===== config.mk =====
export PLATFORM = sky130hd
export DESIGN_NAME = pic_top
export DESIGN_NICKNAME = d
export VERILOG_FILES = /design/src/pic_pkg.sv /design/src/pic_arbiter.sv /design/src/pic_top.sv
export SDC_FILE = /design/constraint.sdc
export NUM_CORES = 1
export LEC_CHECK = 0
export BUFFER_PORTS_ARGS = -buffer_cell sky130_fd_sc_hd__buf_2
export CAP_MARGIN = 0
export CELL_PAD_IN_SITES_DETAIL_PLACEMENT = 2
export CELL_PAD_IN_SITES_GLOBAL_PLACEMENT = 2
export CORE_MARGIN = 1.5
export CORE_UTILIZATION = 32
export CTS_CLUSTER_SIZE = 16
export DETAILED_ROUTE_END_ITERATION = 16
export MAX_ROUTING_LAYER = met4
export PLACE_DENSITY_LB_ADDON = 0.1
export SYNTH_ARGS = -nofsm -noshare
export SYNTH_HDL_FRONTEND = slang
export SYNTH_SLANG_ARGS = --single-unit

===== constraint.sdc =====
create_clock -name pclk -period 11 [get_ports pclk]
set_clock_uncertainty 0.2 [all_clocks]
set_input_delay 2.2 -clock pclk [delete_from_list [all_inputs] [get_ports pclk]]
set_output_delay 2.2 -clock pclk [all_outputs]
set_load 0.05 [all_outputs]

===== src/pic_pkg.sv =====
// package: register map, field layout, codes and carrier types
// Functional notes
// - two-bit field: 0 masked, 1-3 low-high
// - first register holds timer1 and serial levels
// - second register holds timer2, dma0, dma1
// - third register holds dma2, dma3, both pins
// - software reset leaves registers unchanged
// - control upper byte reads zero always
// - double-ack clear: pin0 single or none
// - double-ack set: ack pin, bits 6-2 and 0 ignored
// - vector bit 0 auto, 1 external
// - trigger bit 0 low level, 1 falling edge
// - nonmaskable pin always edge detected
// - higher level presented before lower
// - ties: ser0,ser1,tim1,tim2,dma0-3,req0,req1
// - accepted level loaded into status mask
// - nonmaskable accepted as level 7
// - edge flag cleared at exception start
// - level request gone high is discarded
// - ack cycle address code 7,6,5
package pic_pkg;
  localparam logic [11:0] ADDR_PRI0 = 12'h000;
  localparam logic [11:0] ADDR_PRI1 = 12'h004;
  localparam logic [11:0] ADDR_PRI2 = 12'h008;
  localparam logic [11:0] ADDR_CTRL = 12'h00c;
  localparam logic [11:0] ADDR_STAT = 12'h010;
  localparam logic [15:0] RESET_REG = 16'h0000;
  localparam logic [15:0] CTRL_MASK = 16'h00ff;
  localparam logic [15:0] CTRL_DACK_MASK = 16'h0083;
  localparam int NUM_SRC = 10;
  // control bit positions
  localparam int BIT_DACK = 7;
  localparam int BIT_NONMASKABLE_VECTOR_MODE = 6;
  localparam int BIT_REQV1 = 5;
  localparam int BIT_REQV0 = 4;
  localparam int BIT_REQTM1 = 1;
  localparam int BIT_REQTM0 = 0;
  // priority field positions (low bit of each pair)
  localparam int POS_SER0 = 0;
  localparam int POS_SER1 = 2;
  localparam int POS_TIM1 = 4;
  localparam int POS_TIM2 = 0;
  localparam int POS_DMA0 = 2;
  localparam int POS_DMA1 = 4;
  localparam int POS_DMA2 = 0;
  localparam int POS_DMA3 = 2;
  localparam int POS_REQ0 = 4;
  localparam int POS_REQ1 = 6;
  localparam logic [2:0] LEVEL_NMI = 3'h7;
  localparam logic [2:0] CODE_NMI = 3'h7;
  localparam logic [2:0] CODE_REQ0 = 3'h6;
  localparam logic [2:0] CODE_REQ1 = 3'h5;
  localparam logic [3:0] SRC_NONE = 4'hf;
  localparam logic [3:0] SRC_NMI = 4'ha;
  typedef enum logic [1:0] {ACK_NONE, ACK_SINGLE, ACK_DOUBLE} pic_ack_t;
  typedef struct packed {
    logic       valid;
    logic [3:0] source;
    logic [2:0] level;
    logic [2:0] code;
    pic_ack_t   ack_mode;
  } pic_req_t;
endpackage


===== src/pic_arbiter.sv =====
// fixed-order level arbiter over the programmable sources
`timescale 1ns/1ns
module pic_arbiter #(
  parameter int N = 10
) (
  input  wire logic [N-1:0]     pend,
  input  wire logic [2*N-1:0]   levels,
  input  wire logic [2:0]       mask,
  output logic                  win_valid,
  output logic [3:0]            win_src,
  output logic [1:0]            win_level
);
  import pic_pkg::*;
  logic [1:0] lv;
  always_comb begin
    win_valid = 1'b0;
    win_src   = SRC_NONE;
    win_level = 2'h0;
    // scan lowest order first so earlier index overrides on ties
    for (int i = N - 1; i >= 0; i--) begin
      lv = levels[2*i +: 2];
      if (pend[i] && lv != 2'h0 && {1'b0, lv} > mask && (!win_valid || lv >= win_level)) begin
        win_valid = 1'b1;
        win_src   = 4'(i);
        win_level = lv;
      end
    end
  end
endmodule


===== src/pic_top.sv =====
// interrupt priority controller with apb registers
`timescale 1ns/1ns
module pic_top (
  input  wire logic                 pclk,
  input  wire logic                 presetn,
  input  wire logic                 psel,
  input  wire logic                 penable,
  input  wire logic                 pwrite,
  input  wire logic [11:0]          paddr,
  input  wire logic [31:0]          pwdata,
  output logic [31:0]               prdata,
  output logic                      pready,
  output logic                      pslverr,
  input  wire logic [7:0]           onchip_req,
  input  wire logic                 nmi_n,
  input  wire logic                 request_pin_zero_n,
  input  wire logic                 request_pin_one_n,
  input  wire logic                 soft_reset,
  input  wire logic                 cpu_accept,
  input  wire logic [2:0]           status_mask_in,
  output pic_pkg::pic_req_t         irq_out,
  output logic [2:0]                status_mask_level,
  output logic                      status_mask_load,
  output logic                      ack_cycle,
  output logic [3:1]                ack_addr,
  output logic                      acknowledge_output_pin_n
);
  import pic_pkg::*;

  logic [15:0] priority_timer1_serial;
  logic [15:0] priority_timer2_dma01;
  logic [15:0] priority_dma23_extreq;
  logic [15:0] external_interrupt_control;
  logic        req0_d;
  logic        req1_d;
  logic        nmi_d;
  logic        req0_edge_flag;
  logic        req1_edge_flag;
  logic        nmi_flag;

  // apb decode
  wire         apb_wr     = psel && penable && pwrite;
  wire         apb_rd     = psel && !penable && !pwrite;
  wire         hit_pri0   = paddr == ADDR_PRI0;
  wire         hit_pri1   = paddr == ADDR_PRI1;
  wire         hit_pri2   = paddr == ADDR_PRI2;
  wire         hit_ctrl   = paddr == ADDR_CTRL;
  wire         hit_stat   = paddr == ADDR_STAT;
  wire         hit_any    = hit_pri0 | hit_pri1 | hit_pri2 | hit_ctrl | hit_stat;

  // effective control with double-ack override
  wire         dack       = external_interrupt_control[BIT_DACK];
  wire [15:0]  ctrl_eff   = dack ? (external_interrupt_control & CTRL_DACK_MASK)
                                 : external_interrupt_control;
  wire         req0_edge_mode = ctrl_eff[BIT_REQTM0] && !dack;
  wire         req1_edge_mode = ctrl_eff[BIT_REQTM1];
  wire         nonmaskable_vector_mode       = ctrl_eff[BIT_NONMASKABLE_VECTOR_MODE];
  wire         reqv0      = ctrl_eff[BIT_REQV0];
  wire         reqv1      = ctrl_eff[BIT_REQV1];

  // external pin detection
  wire         req0_fall  = req0_d && !request_pin_zero_n;
  wire         req1_fall  = req1_d && !request_pin_one_n;
  wire         nmi_fall   = nmi_d && !nmi_n;
  // level mode follows the pin, so a request gone high is dropped
  wire         req0_pend  = req0_edge_mode ? req0_edge_flag : !request_pin_zero_n;
  wire         req1_pend  = req1_edge_mode ? req1_edge_flag : !request_pin_one_n;

  wire [NUM_SRC-1:0] pend = {req1_pend, req0_pend, onchip_req};
  // ordered as ser0, ser1, tim1, tim2, dma0..3, req0, req1
  wire [2*NUM_SRC-1:0] levels = {
    priority_dma23_extreq[POS_REQ1 +: 2], priority_dma23_extreq[POS_REQ0 +: 2],
    priority_dma23_extreq[POS_DMA3 +: 2], priority_dma23_extreq[POS_DMA2 +: 2],
    priority_timer2_dma01[POS_DMA1 +: 2], priority_timer2_dma01[POS_DMA0 +: 2],
    priority_timer2_dma01[POS_TIM2 +: 2], priority_timer1_serial[POS_TIM1 +: 2],
    priority_timer1_serial[POS_SER1 +: 2], priority_timer1_serial[POS_SER0 +: 2]
  };

  logic        win_valid;
  logic [3:0]  win_src;
  logic [1:0]  win_level;

  pic_arbiter #(.N(NUM_SRC)) u_arb (
    .pend      (pend),
    .levels    (levels),
    .mask      (status_mask_in),
    .win_valid (win_valid),
    .win_src   (win_src),
    .win_level (win_level)
  );

  // candidate request, nonmaskable above all
  pic_req_t next_req;
  always_comb begin
    next_req = '0;
    next_req.source = SRC_NONE;
    if (nmi_flag) begin
      next_req.valid    = 1'b1;
      next_req.source   = SRC_NMI;
      next_req.level    = LEVEL_NMI;
      next_req.code     = CODE_NMI;
      next_req.ack_mode = nonmaskable_vector_mode ? ACK_SINGLE : ACK_NONE;
    end else if (win_valid) begin
      next_req.valid  = 1'b1;
      next_req.source = win_src;
      next_req.level  = {1'b0, win_level};
      if (win_src == 4'(NUM_SRC - 2)) begin
        next_req.code     = CODE_REQ0;
        next_req.ack_mode = dack ? ACK_DOUBLE : (reqv0 ? ACK_SINGLE : ACK_NONE);
      end else if (win_src == 4'(NUM_SRC - 1)) begin
        next_req.code     = CODE_REQ1;
        next_req.ack_mode = reqv1 ? ACK_SINGLE : ACK_NONE;
      end
    end
  end

  // accept strobe from the core refers to the presented request
  wire         take       = cpu_accept && irq_out.valid;
  wire         take_req0  = take && irq_out.source == 4'(NUM_SRC - 2);
  wire         take_req1  = take && irq_out.source == 4'(NUM_SRC - 1);
  wire         take_nmi   = take && irq_out.source == SRC_NMI;
  wire         take_ack   = take && irq_out.ack_mode != ACK_NONE;
  wire         take_dack  = take && irq_out.ack_mode == ACK_DOUBLE;

  // registers: hardware reset only, soft_reset ignored
  always_ff @(posedge pclk or negedge presetn) begin
    if (!presetn) begin
      priority_timer1_serial     <= RESET_REG;
      priority_timer2_dma01      <= RESET_REG;
      priority_dma23_extreq      <= RESET_REG;
      external_interrupt_control <= RESET_REG;
    end else if (apb_wr) begin
      if (hit_pri0) priority_timer1_serial <= pwdata[15:0];
      if (hit_pri1) priority_timer2_dma01 <= pwdata[15:0];
      if (hit_pri2) priority_dma23_extreq <= pwdata[15:0];
      if (hit_ctrl) external_interrupt_control <= pwdata[15:0] & CTRL_MASK;
    end
  end

  // apb answer: read data loaded in setup, ready in access
  always_ff @(posedge pclk or negedge presetn) begin
    if (!presetn) begin
      prdata  <= 32'h0;
      pready  <= 1'b0;
      pslverr <= 1'b0;
    end else begin
      pready  <= psel && !penable;
      pslverr <= psel && !penable && !hit_any;
      if (apb_rd) begin
        prdata <= 32'h0;
        if (hit_pri0) prdata <= {16'h0, priority_timer1_serial};
        if (hit_pri1) prdata <= {16'h0, priority_timer2_dma01};
        if (hit_pri2) prdata <= {16'h0, priority_dma23_extreq};
        if (hit_ctrl) prdata <= {16'h0, external_interrupt_control & CTRL_MASK};
        if (hit_stat) prdata <= {16'h0, 4'h0, status_mask_level, 1'b0, irq_out.valid,
                                 irq_out.level, irq_out.source};
      end
    end
  end

  // pin history and edge flags; set wins over clear
  always_ff @(posedge pclk or negedge presetn) begin
    if (!presetn) begin
      req0_d         <= 1'b1;
      req1_d         <= 1'b1;
      nmi_d          <= 1'b1;
      req0_edge_flag <= 1'b0;
      req1_edge_flag <= 1'b0;
      nmi_flag       <= 1'b0;
    end else begin
      req0_d <= request_pin_zero_n;
      req1_d <= request_pin_one_n;
      nmi_d  <= nmi_n;
      if (req0_fall && req0_edge_mode) req0_edge_flag <= 1'b1;
      else if (take_req0 || !req0_edge_mode) req0_edge_flag <= 1'b0;
      if (req1_fall && req1_edge_mode) req1_edge_flag <= 1'b1;
      else if (take_req1 || !req1_edge_mode) req1_edge_flag <= 1'b0;
      if (nmi_fall) nmi_flag <= 1'b1;
      else if (take_nmi) nmi_flag <= 1'b0;
    end
  end

  // presented request and acceptance outputs
  always_ff @(posedge pclk or negedge presetn) begin
    if (!presetn) begin
      irq_out                  <= '{valid: 1'b0, source: SRC_NONE, level: 3'h0,
                                    code: 3'h0, ack_mode: ACK_NONE};
      status_mask_level        <= 3'h0;
      status_mask_load         <= 1'b0;
      ack_cycle                <= 1'b0;
      ack_addr                 <= 3'h0;
      acknowledge_output_pin_n <= 1'b1;
    end else begin
      irq_out                  <= take ? '{valid: 1'b0, source: SRC_NONE, level: 3'h0,
                                           code: 3'h0, ack_mode: ACK_NONE}
                                       : next_req;
      status_mask_load         <= take;
      if (take) status_mask_level <= irq_out.level;
      ack_cycle                <= take_ack;
      ack_addr                 <= take_ack ? irq_out.code : 3'h0;
      acknowledge_output_pin_n <= !take_dack;
    end
  end
endmodule


# Yosys cells after proc, flatten, opt, wreduce, memory -nomap -nowiden
# Index checks and enable logic that the tools add are counted.
# op_classes
order_cmp,19
eq_ne,10
n_mux,54
bitwise,4
n_reduce_logical,95
# op_table
operator,n
2-to-1 mux 32 bit,4
logical AND 1 bit,46
2-to-1 mux 13 bit,3
2-to-1 mux 4 bit,8
greater-than comparator 2 x 3 -> 1 bit,10
nonzero test 2 bit,14
== test 12 x 4 -> 1 bit (second input constant),2
2-to-1 mux 2 bit,11
2-to-1 mux 1 bit,21
== test 4 bit (second input constant),5
logical NOT 1 bit,19
>= comparator 2 bit,9
2-to-1 mux 16 bit,1
== test 12 x 3 -> 1 bit (second input constant),1
== test 12 x 5 -> 1 bit (second input constant),1
logical NOT 12 bit,1
logical OR 1 bit,11
2-to-1 mux 5 bit,2
2-to-1 mux 3 bit,3
AND reduction 2 bit,4
2-to-1 mux 7 bit,1
bitwise OR 1 bit,4
== test 2 bit (second input constant),1
# word_totals
regBits,118
in_bits,65
out_inout_bits,56

# Longest topological paths before layout
# Gate-level depths: netlist (run 1).
# depth
depth_word,47
mapped_depth,67
depth_no_buf,67

# Cells and area by module
# Synthesis (run 1) repeated with hierarchy kept, for this count alone.
# hier_totals
cells_unflattened,565
area_unflattened_um2,6072.1
# modules_own_cells
module,instances,cells_per_inst,area_per_inst_um2,seq_area_each_um2
pic_top,1,364,4555.6,2562.5
pic_arbiter,1,201,1516.5,0.0

# Worst setup path before layout (run 1)
# No wires, ideal clock.
# synth_path
path_kind,input port to flip-flop
startpoint,input port status_mask_in[1]
endpoint,register irq_out[0] (netlist name)
setup_ns,0.101
arrival_ns,13.784
t_required_ns,10.699
path_slack_ns,-3.085
stages,65
cell_sequence,inv_1 ha_1 and2b_1 a2bb2oi_4 and3_1 ha_1 nand2b_1 a21oi_1 nand3_1 and3_1 nor2_1 inv_1 ha_1 nand2b_1 a21oi_1 a21oi_1 o31ai_1 inv_1 (+29 left out) a21oi_1 nor2_1 a41o_2 nor2b_4 a21boi_0 nor2b_1 ha_1 nand2b_1 a21oi_1 a21o_2 o311ai_0 o21a_1 ha_1 a21oi_1 a21o_1 nand3_4 or4_1 o32ai_1
# synth_between
elab_chain_len,45
word_cells_on_any_way,92
cone_classes,19 x order compare; 2 x eq/ne; 34 x mux; 37 x reduce/logical
# synth_rtl
item,line,source
start: declaration,pic_top.sv:20,"input wire logic [2:0] status_mask_in,"
greater-than comparator 2 x 3 -> 1 bit,pic_arbiter.sv:22,"if (pend[i] && lv != 2'h0 && {1'b0, lv} > mask && (!win_valid || lv >= win_level)) begin"
logical AND 1 bit,pic_arbiter.sv:22,
2-to-1 mux 2 bit / 2-to-1 mux 1 bit (equally long branches),pic_arbiter.sv:22,
>= comparator 2 bit / logical NOT 1 bit (equally long branches),pic_arbiter.sv:22,
logical OR 1 bit,pic_arbiter.sv:22,
logical AND 1 bit,pic_arbiter.sv:22,
2-to-1 mux 2 bit / 2-to-1 mux 1 bit (equally long branches),pic_arbiter.sv:22,
>= comparator 2 bit / logical NOT 1 bit (equally long branches),pic_arbiter.sv:22,
(+29 left out),n/a,
logical AND 1 bit,pic_arbiter.sv:22,
2-to-1 mux 4 bit,pic_arbiter.sv:22,
== test 4 bit,pic_top.sv:110,end else if (win_src == 4'(NUM_SRC - 1)) begin
2-to-1 mux 5 bit,pic_top.sv:110,
2-to-1 mux 5 bit,pic_top.sv:107,if (win_src == 4'(NUM_SRC - 2)) begin
2-to-1 mux 13 bit *,pic_top.sv:103,end else if (win_valid) begin
2-to-1 mux 13 bit *,pic_top.sv:97,if (nmi_flag) begin
2-to-1 mux 13 bit *,pic_top.sv:194,"irq_out <= take ? '{valid: 1'b0, source: SRC_NONE, level: 3'h0,"
end signal: assignment,pic_top.sv:186,"irq_out <= '{valid: 1'b0, source: SRC_NONE, level: 3'h0,"
end signal: assignment,pic_top.sv:194,
end: declaration,pic_top.sv:21,"output pic_pkg::pic_req_t irq_out,"
# Mark *: on every way between the ends. The rest lies on a longest branch, timed or not.
# A chain may end at the register's enable or synchronous reset.

# Worst setup path in the final report (run 1)
# layout_path
startpoint,input port status_mask_in[1]
endpoint,register irq_out[3] (netlist name)
# layout_between
elab_chain_len,44
word_cells_on_any_way,90
cone_classes,19 x order compare; 1 x eq/ne; 33 x mux; 37 x reduce/logical
# layout_rtl
item,line
greater-than comparator 2 x 3 -> 1 bit,pic_arbiter.sv:22
logical AND 1 bit,pic_arbiter.sv:22
2-to-1 mux 2 bit / 2-to-1 mux 1 bit (equally long branches),pic_arbiter.sv:22
>= comparator 2 bit / logical NOT 1 bit (equally long branches),pic_arbiter.sv:22
logical OR 1 bit,pic_arbiter.sv:22
logical AND 1 bit,pic_arbiter.sv:22
2-to-1 mux 2 bit / 2-to-1 mux 1 bit (equally long branches),pic_arbiter.sv:22
>= comparator 2 bit / logical NOT 1 bit (equally long branches),pic_arbiter.sv:22
(+28 left out),n/a
logical OR 1 bit,pic_arbiter.sv:22
logical AND 1 bit,pic_arbiter.sv:22
2-to-1 mux 4 bit,pic_arbiter.sv:22
== test 4 bit,pic_top.sv:107
2-to-1 mux 5 bit,pic_top.sv:107
2-to-1 mux 13 bit *,pic_top.sv:103
2-to-1 mux 13 bit *,pic_top.sv:97
2-to-1 mux 13 bit *,pic_top.sv:194
# Marked as above.

==> out/results.txt, run 1 <==
Antenna cells: 0
Worst Tran Pin Value: 1.20 ns
First-pass GRT wire length: 33600 um
Crit path time final: 13.05 ns
# hold bufs at CTS: 0
Global-route total usage across every layer: 22.8%
Pins Over Slew Limit: 0
Layout Utilization: 44.0%
Initial DRC count: 179
Most frequent cells in the layout: dfrtp_1, buf_2, buf_4, mux2_2, nand2_1
Commonest non-fill, non-tap cell in the layout: dfrtp_1
Max-cap violations: 0
Detailed Routing Iterations Pass 1: 4
Nets: 858
Largest net degree at the start of global routing: 57
Peak VDD IR: 67.4 uV
Netlist cell types: 78
Clk Latency, worst-skew pair: 0.36 ns
Req. time, crit path: 11.08 ns
Sequential fraction of the synthesis area: 42.0%
F_max: 76.6 MHz
Bufs and invs on worst path: 5
Placement Setup Slack: -2.77 ns
Largest cells by area after synthesis: dfrtp_1, mux2_2, ha_1, dfstp_2, nand2_1
Register cell area after layout: 2560 sq um
Worst endpoint data arrival time: 13.13 ns
RSZ-0062 raised after global routing: yes
Mux cell area share after synthesis: 12.3%
Non-filler cells, final: 994
Post-synth top flop: dfrtp_1
Violated checks: negative setup slack
CTS H-tree lvls: 3
Largest area contributor in the netlist: dfrtp_1
Static leakage: 3.91 nW
Setup violations, final: 11
Number of global-route vias before repair: 5843
Asr flop ratio synth: 100%
Post-synthesis xor/xnor area fraction: 0%
Clock root buffer: clkbuf_16
CP Class: in -> reg
Post-synth EDFFs: 0
Crit-path max FO: 5
Clk slew on worst S/H paths: 0.07 ns
Drt total wl: 21800 um
Post-route DRC: 0
Worst hold slack: 0.279 ns
Power per Cell Area: 135 nW/um^2
Startpoint type of the worst setup path: primary input
Fin crit share: 119%
Slew margin rel.: 19.8%
Final WS setup: -2.05 ns
# fillers: 2008
I/O Buffers: 87
Initial antenna violation count: 0
Num CTS Buffers: 9
CP dominant cell by count: nand2b_4
Layout cell share with drive strength beyond 1: 46.4%
Status: finished, violations left
Dpl cells: 954
Post-Synth Adder-Cell Area: 7.79%
GPL Wtd Cong: 0.893
Total die area: 19900 sq um
DR vias: 5271
Post-Synthesis Cells: 589
Antenna viol nets, final: 0
Compound-Gate Fraction of Synth Area: 17.3%
Slowest library cell on the worst path: or3_4
Die Ht: 141 um
Mean post-synth cell area: 10.4 sq um
Sinks on Clock Net: 102
DIE WIDTH: 141 um
HP Class: reg -> reg
Cell Area, Synth: 6100 sq um
Yosys warns: 0
Initial core utilization: 32.6%
Core area: 18700 sq um
Gr ovfl total: 0
Share of the synthesized area in the top cell type: 38.5%
Vias per cell: 5.30
Hold Vio Cnt, Final: 0
# rows: 50
Slowest cell delay on critical path: 0.39 ns
Largest family of logic cells by synthesized area: compound AO/OA/AOI/OAI gates
Ports: 121
CP delay by family, top: compound AO/OA/AOI/OAI gates
Yosys reg bits: 102
Fin Setup TNS: -20.90 ns
CTS tree: yes
Post-DP HPWL: 16200 um
Worst setup EP type: register
Multi-input logic area: 3820 sq um
CTS Buffer Depth: 2
Post-synthesis simple-gate area fraction: 15.8%
Area delta synth->final: 34.9%
Drt wl/cell: 21.9 um
-- metrics by stage --
| stage | cell area (sq um) | total power [W] |
|---|---|---|
| final | 8230 | 0.00112 |
| after global routing | 8230 | 0.00116 |
| after CTS | 8010 | 0.00111 |
| after detailed placement | 7370 | 0.000724 |
| after global placement | 7370 | 0.000718 |
| after floorplan | 6360 | 0.000624 |
-- state kept, by name (all words and copies together) (netlist names) --
name                        cells
ack_addr                        3
irq_out                        13
priority_dma23_extreq          16
nmi_d                           1
status_mask_level               3
req1_edge_flag                  1
priority_timer2_dma01          16
status_mask_load                1
req0_d                          1
priority_timer1_serial         16
req0_edge_flag                  1
pslverr                         1
req1_d                          1
acknowledge_output_pin_n        1
prdata                         16
external_interrupt_control      8
nmi_flag                        1
ack_cycle                       1
pready                          1
-- kinds of logic (layout without fill, tap and decap cells) --
family	Yosys count	in the layout
adders and majority gates	38	38
other	1	16
AOI/OAI and AO/OA	143	143
buffers and inverters	57	213
muxes	67	67
DFF	102	102
and+or+nand+nor	181	181
-- Yosys cell counts (5+ instances only) --
cell,instances
dfrtp_1,94
mux2_2,53
nand2_1,50
ha_1,38
o21ai_0,34
nor2_1,29
a21oi_1,23
inv_1,21
nor2b_1,21
buf_4,18
nand2b_1,15
nand3_1,15
clkbuf_1,14
and2_1,12
mux2i_1,12
or2_2,10
a21o_1,8
dfstp_2,8
a222oi_1,7
o31ai_1,7
o2111ai_1,6
a22oi_1,5
and3_1,5
nor3_1,5
-- worst min-delay path, cell delays in order (launching register included) --
cell and delay [ns]:
dfrtp_1 0.34, nand2_1 0.05, o21ai_0 0.06
-- power by group --
part           switching (W)  internal (W)  total (W)
sequential         0.0000279      0.000405   0.000433
combinational       0.000213      0.000113   0.000326
clock               0.000153      0.000203   0.000356
-- layer usage --
| layer | share of wire (%) | GRT usage [%] | vias up | routed length [um] |
|---|---|---|---|---|
| li1 | - | - | 2435 | - |
| met1 | 45 | 29.2 | 2702 | 9870 |
| met2 | 49 | 38.7 | 110 | 10800 |
| met4 | 2.0 | 5.26 | 0 | 430 |
| met5 | 0 | - | - | 0 |
| met3 | 3.3 | 2.79 | 24 | 718 |
-- final timing paths --
path	start	to	slack, ns	depth (start not counted)
setup reg to reg	priority_dma23_extreq[7]	irq_out[3]	-0.45	65
min in group asynchronous	presetn	irq_out[2]	1.65	1
hold reg to reg	prdata[9]	prdata[9]	0.28	2
setup / recovery	status_mask_in[1]	irq_out[3]	-2.05	67
max in group asynchronous	presetn	priority_dma23_extreq[0]	7.76	2
hold / removal	prdata[9]	prdata[9]	0.28	2
-- cell type report --
class                   instances  area share [%]
multi-input cells             445            46.5
flip-flops and latches        102            31.1
repair buffers                176            13.9
well taps                     234            3.56
clock buffers                   9            2.74
clock inverters                 7            1.26
inverters                      21            1.00
-- repair_timing --
| item | in CTS | in global routing |
|---|---|---|
| gates resized for setup | 41 | 26 |
| endpoints found under the setup margin | 11 | 11 |
| buffers inserted | 14 | 13 |
| pin swaps | 46 | 44 |
(Power assumes the default switching activity.)
==> inputs of run 2 (changes only) <==
REMOVE_ABC_BUFFERS = 1   (was default)
SETUP_SLACK_MARGIN = 0.5   (was default)
==> run 2 against run 1 <==
Against the previous run: the run still ends with negative setup slack left; fmax fell by 4.7%; cell count rose by 4.8%; clock power fell by 12%; core utilization rose by 2.8 points.
==> out/results.txt, run 2 (synthesized netlist as in run 1, its figures left out) <==
Status: finished, violations left (unchanged)
Violated checks: negative setup slack (unchanged)
Final WS setup: -2.70 ns (was -2.05 ns)
First-pass GRT wire length: 36600 um (was 33600 um)
Fin area: 8760 sq um (was 8230 sq um)
RR Endpoint: irq_out[6] (was irq_out[3])
DIE WIDTH: 141 um (unchanged)
Fin Setup TNS: -28.43 ns (was -20.90 ns)
CP Class: in -> reg (unchanged)
Area delta synth->final: 43.5% (was 34.9%)
CTS H-tree lvls: 3 (unchanged)
Commonest non-fill, non-tap cell in the layout: buf_4 (was dfrtp_1)
# fillers: 1920 (was 2008)
Slowest library cell on the worst path: mux2_4 (was or3_4)
RSZ-0062 raised after global routing: yes (unchanged)
Setup violations, final: 11 (unchanged)
GPL Wtd Cong: 0.926 (was 0.893)
Hold Vio Cnt, Final: 0 (unchanged)
Worst setup EP type: register (unchanged)
Worst endpoint data arrival time: 13.74 ns (was 13.13 ns)
Register cell area after layout: 2560 sq um (unchanged)
Layout cell share with drive strength beyond 1: 51.2% (was 46.4%)
FF-to-FF setup slack: -1.24 ns (was -0.45 ns)
Fin crit share: 125% (was 119%)
Startpoint type of the worst setup path: primary input (unchanged)
Worst Hold Depth: 1 (was 2)
Vias per cell: 5.43 (was 5.30)
Static leakage: 4.15 nW (was 3.91 nW)
Number of global-route vias before repair: 6143 (was 5843)
Ports: 121 (unchanged)
Clk Latency, worst-skew pair: 0.35 ns (was 0.36 ns)
Initial DRC count: 318 (was 179)
R2r worst-path depth: 68 (was 65)
Core area: 18700 sq um (unchanged)
Post-route DRC: 0 (unchanged)
I/O Buffers: 87 (unchanged)
Antenna viol nets, final: 0 (unchanged)
Crit path time final: 13.70 ns (was 13.05 ns)
Drt wl/cell: 24.9 um (was 21.9 um)
Gr ovfl total: 0 (unchanged)
Die Ht: 141 um (unchanged)
Antenna cells: 0 (unchanged)
Post-DP HPWL: 16300 um (was 16200 um)
HP Class: reg -> reg (unchanged)
Nets: 906 (was 858)
Power per Cell Area: 128 nW/um^2 (was 135 nW/um^2)
Most frequent cells in the layout: buf_4, dfrtp_1, buf_2, mux2_2, nand2_1 (was dfrtp_1, buf_2, buf_4, mux2_2, nand2_1)
Initial antenna violation count: 0 (unchanged)
Total die area: 19900 sq um (unchanged)
Multi-input logic area: 3960 sq um (was 3820 sq um)
CTS Buffer Depth: 2 (unchanged)
Global-route total usage across every layer: 25.3% (was 22.8%)
Num CTS Buffers: 9 (unchanged)
Hold Path End: acknowledge_output_pin_n (was prdata[9])
CTS tree: yes (unchanged)
DR vias: 5657 (was 5271)
Sinks on Clock Net: 102 (unchanged)
Pins Over Slew Limit: 0 (unchanged)
Worst Tran Pin Value: 1.12 ns (was 1.20 ns)
Min-delay src: irq_out[1] (was prdata[9])
# rows: 50 (unchanged)
F_max: 73.0 MHz (was 76.6 MHz)
Crit-path max FO: 5 (unchanged)
R2R Path Start: priority_dma23_extreq[6] (was priority_dma23_extreq[7])
Clock root buffer: clkbuf_16 (unchanged)
Clk slew on worst S/H paths: 0.07 ns (about the same)
Detailed Routing Iterations Pass 1: 5 (was 4)
Dpl cell area: 7190 sq um (was 7370 sq um)
Req. time, crit path: 11.04 ns (was 11.08 ns)
Slowest cell delay on critical path: 0.35 ns (was 0.39 ns)
Drt total wl: 26000 um (was 21800 um)
Largest net degree at the start of global routing: 69 (was 57)
Max-cap violations: 0 (unchanged)
Peak VDD IR: 88.4 uV (was 67.4 uV)
Initial core utilization: 32.6% (unchanged)
# hold bufs at CTS: 0 (unchanged)
Slew margin rel.: 25.1% (was 19.8%)
run 2: layout make-up:
type / count / share of cell area, %
Clock buffer: 10 / 2.73
Multi-Input combinational cell: 445 / 45.2
Tap cell: 234 / 3.34
Sequential cell: 102 / 29.3
Clock inverter: 6 / 0.600
Timing Repair Buffer: 224 / 18.0
Inverter: 21 / 0.929
run 2: critical path: cells and delay by family:
kind                       cells  cell delay, ns
buffers and inverters         11            1.22
adders and majority gates     10            2.31
and+or+nand+nor               22            3.04
AOI/OAI and AO/OA             26            4.59
muxes                          1            0.35
run 2: metrics by stage:
step | utilization [%] | hold slack [ns] | setup WS [ns] | std cells | total power, W
floorplan | - | 0.275 | -3.08 | 568 | 0.000606
global placement | 38.4 | 0.252 | -2.81 | 956 | 0.000709
detailed placement | 38.4 | 0.261 | -3.89 | 956 | 0.000717
CTS | 44.9 | 0.274 | -2.02 | 1026 | 0.00109
global route | 46.8 | 0.287 | -3.01 | 1042 | 0.00116
finish | 46.8 | 0.274 | -2.70 | 1042 | 0.00112
run 2: layer usage:
layer  wire (um)  part of all wire (%)  vias to the layer above  GRT usage [%]
li1            -                     -                     2536              -
met1       10500                    41                     2897           30.0
met2       13500                    52                      175           44.3
met3        1070                   4.1                       49           3.80
met4         897                   3.5                        0           7.35
met5           0                     0                        -              -
run 2: worst max path at each step:
stage | from | to | cells after the start
after floorplan | status_mask_in[1] | irq_out[0] | 65
after global placement | status_mask_in[1] | irq_out[0] | 66
after detailed placement | status_mask_in[1] | irq_out[0] | 68
after CTS | status_mask_in[1] | irq_out[0] | 68
after global routing | status_mask_in[1] | irq_out[0] | 69
final | status_mask_in[1] | irq_out[6] | 70
run 2: report_power, final:
part	total [W]	internal, W	switching, W	leakage (nW)
combinational	0.000369	0.000137	0.000232	2.70
clock	0.000315	0.000163	0.000152	0.137
sequential	0.000434	0.000405	0.0000285	1.31
total	0.00112	0.000705	0.000413	4.15
run 2: repair_timing:
item / 4_1_cts / 5_1_grt
pin swaps: 51 / 47
resized for setup: 98 / 45
hold endpoints to repair: 0 / 0
setup endpoints to repair: 11 / 11
setup buffers: 54 / 16
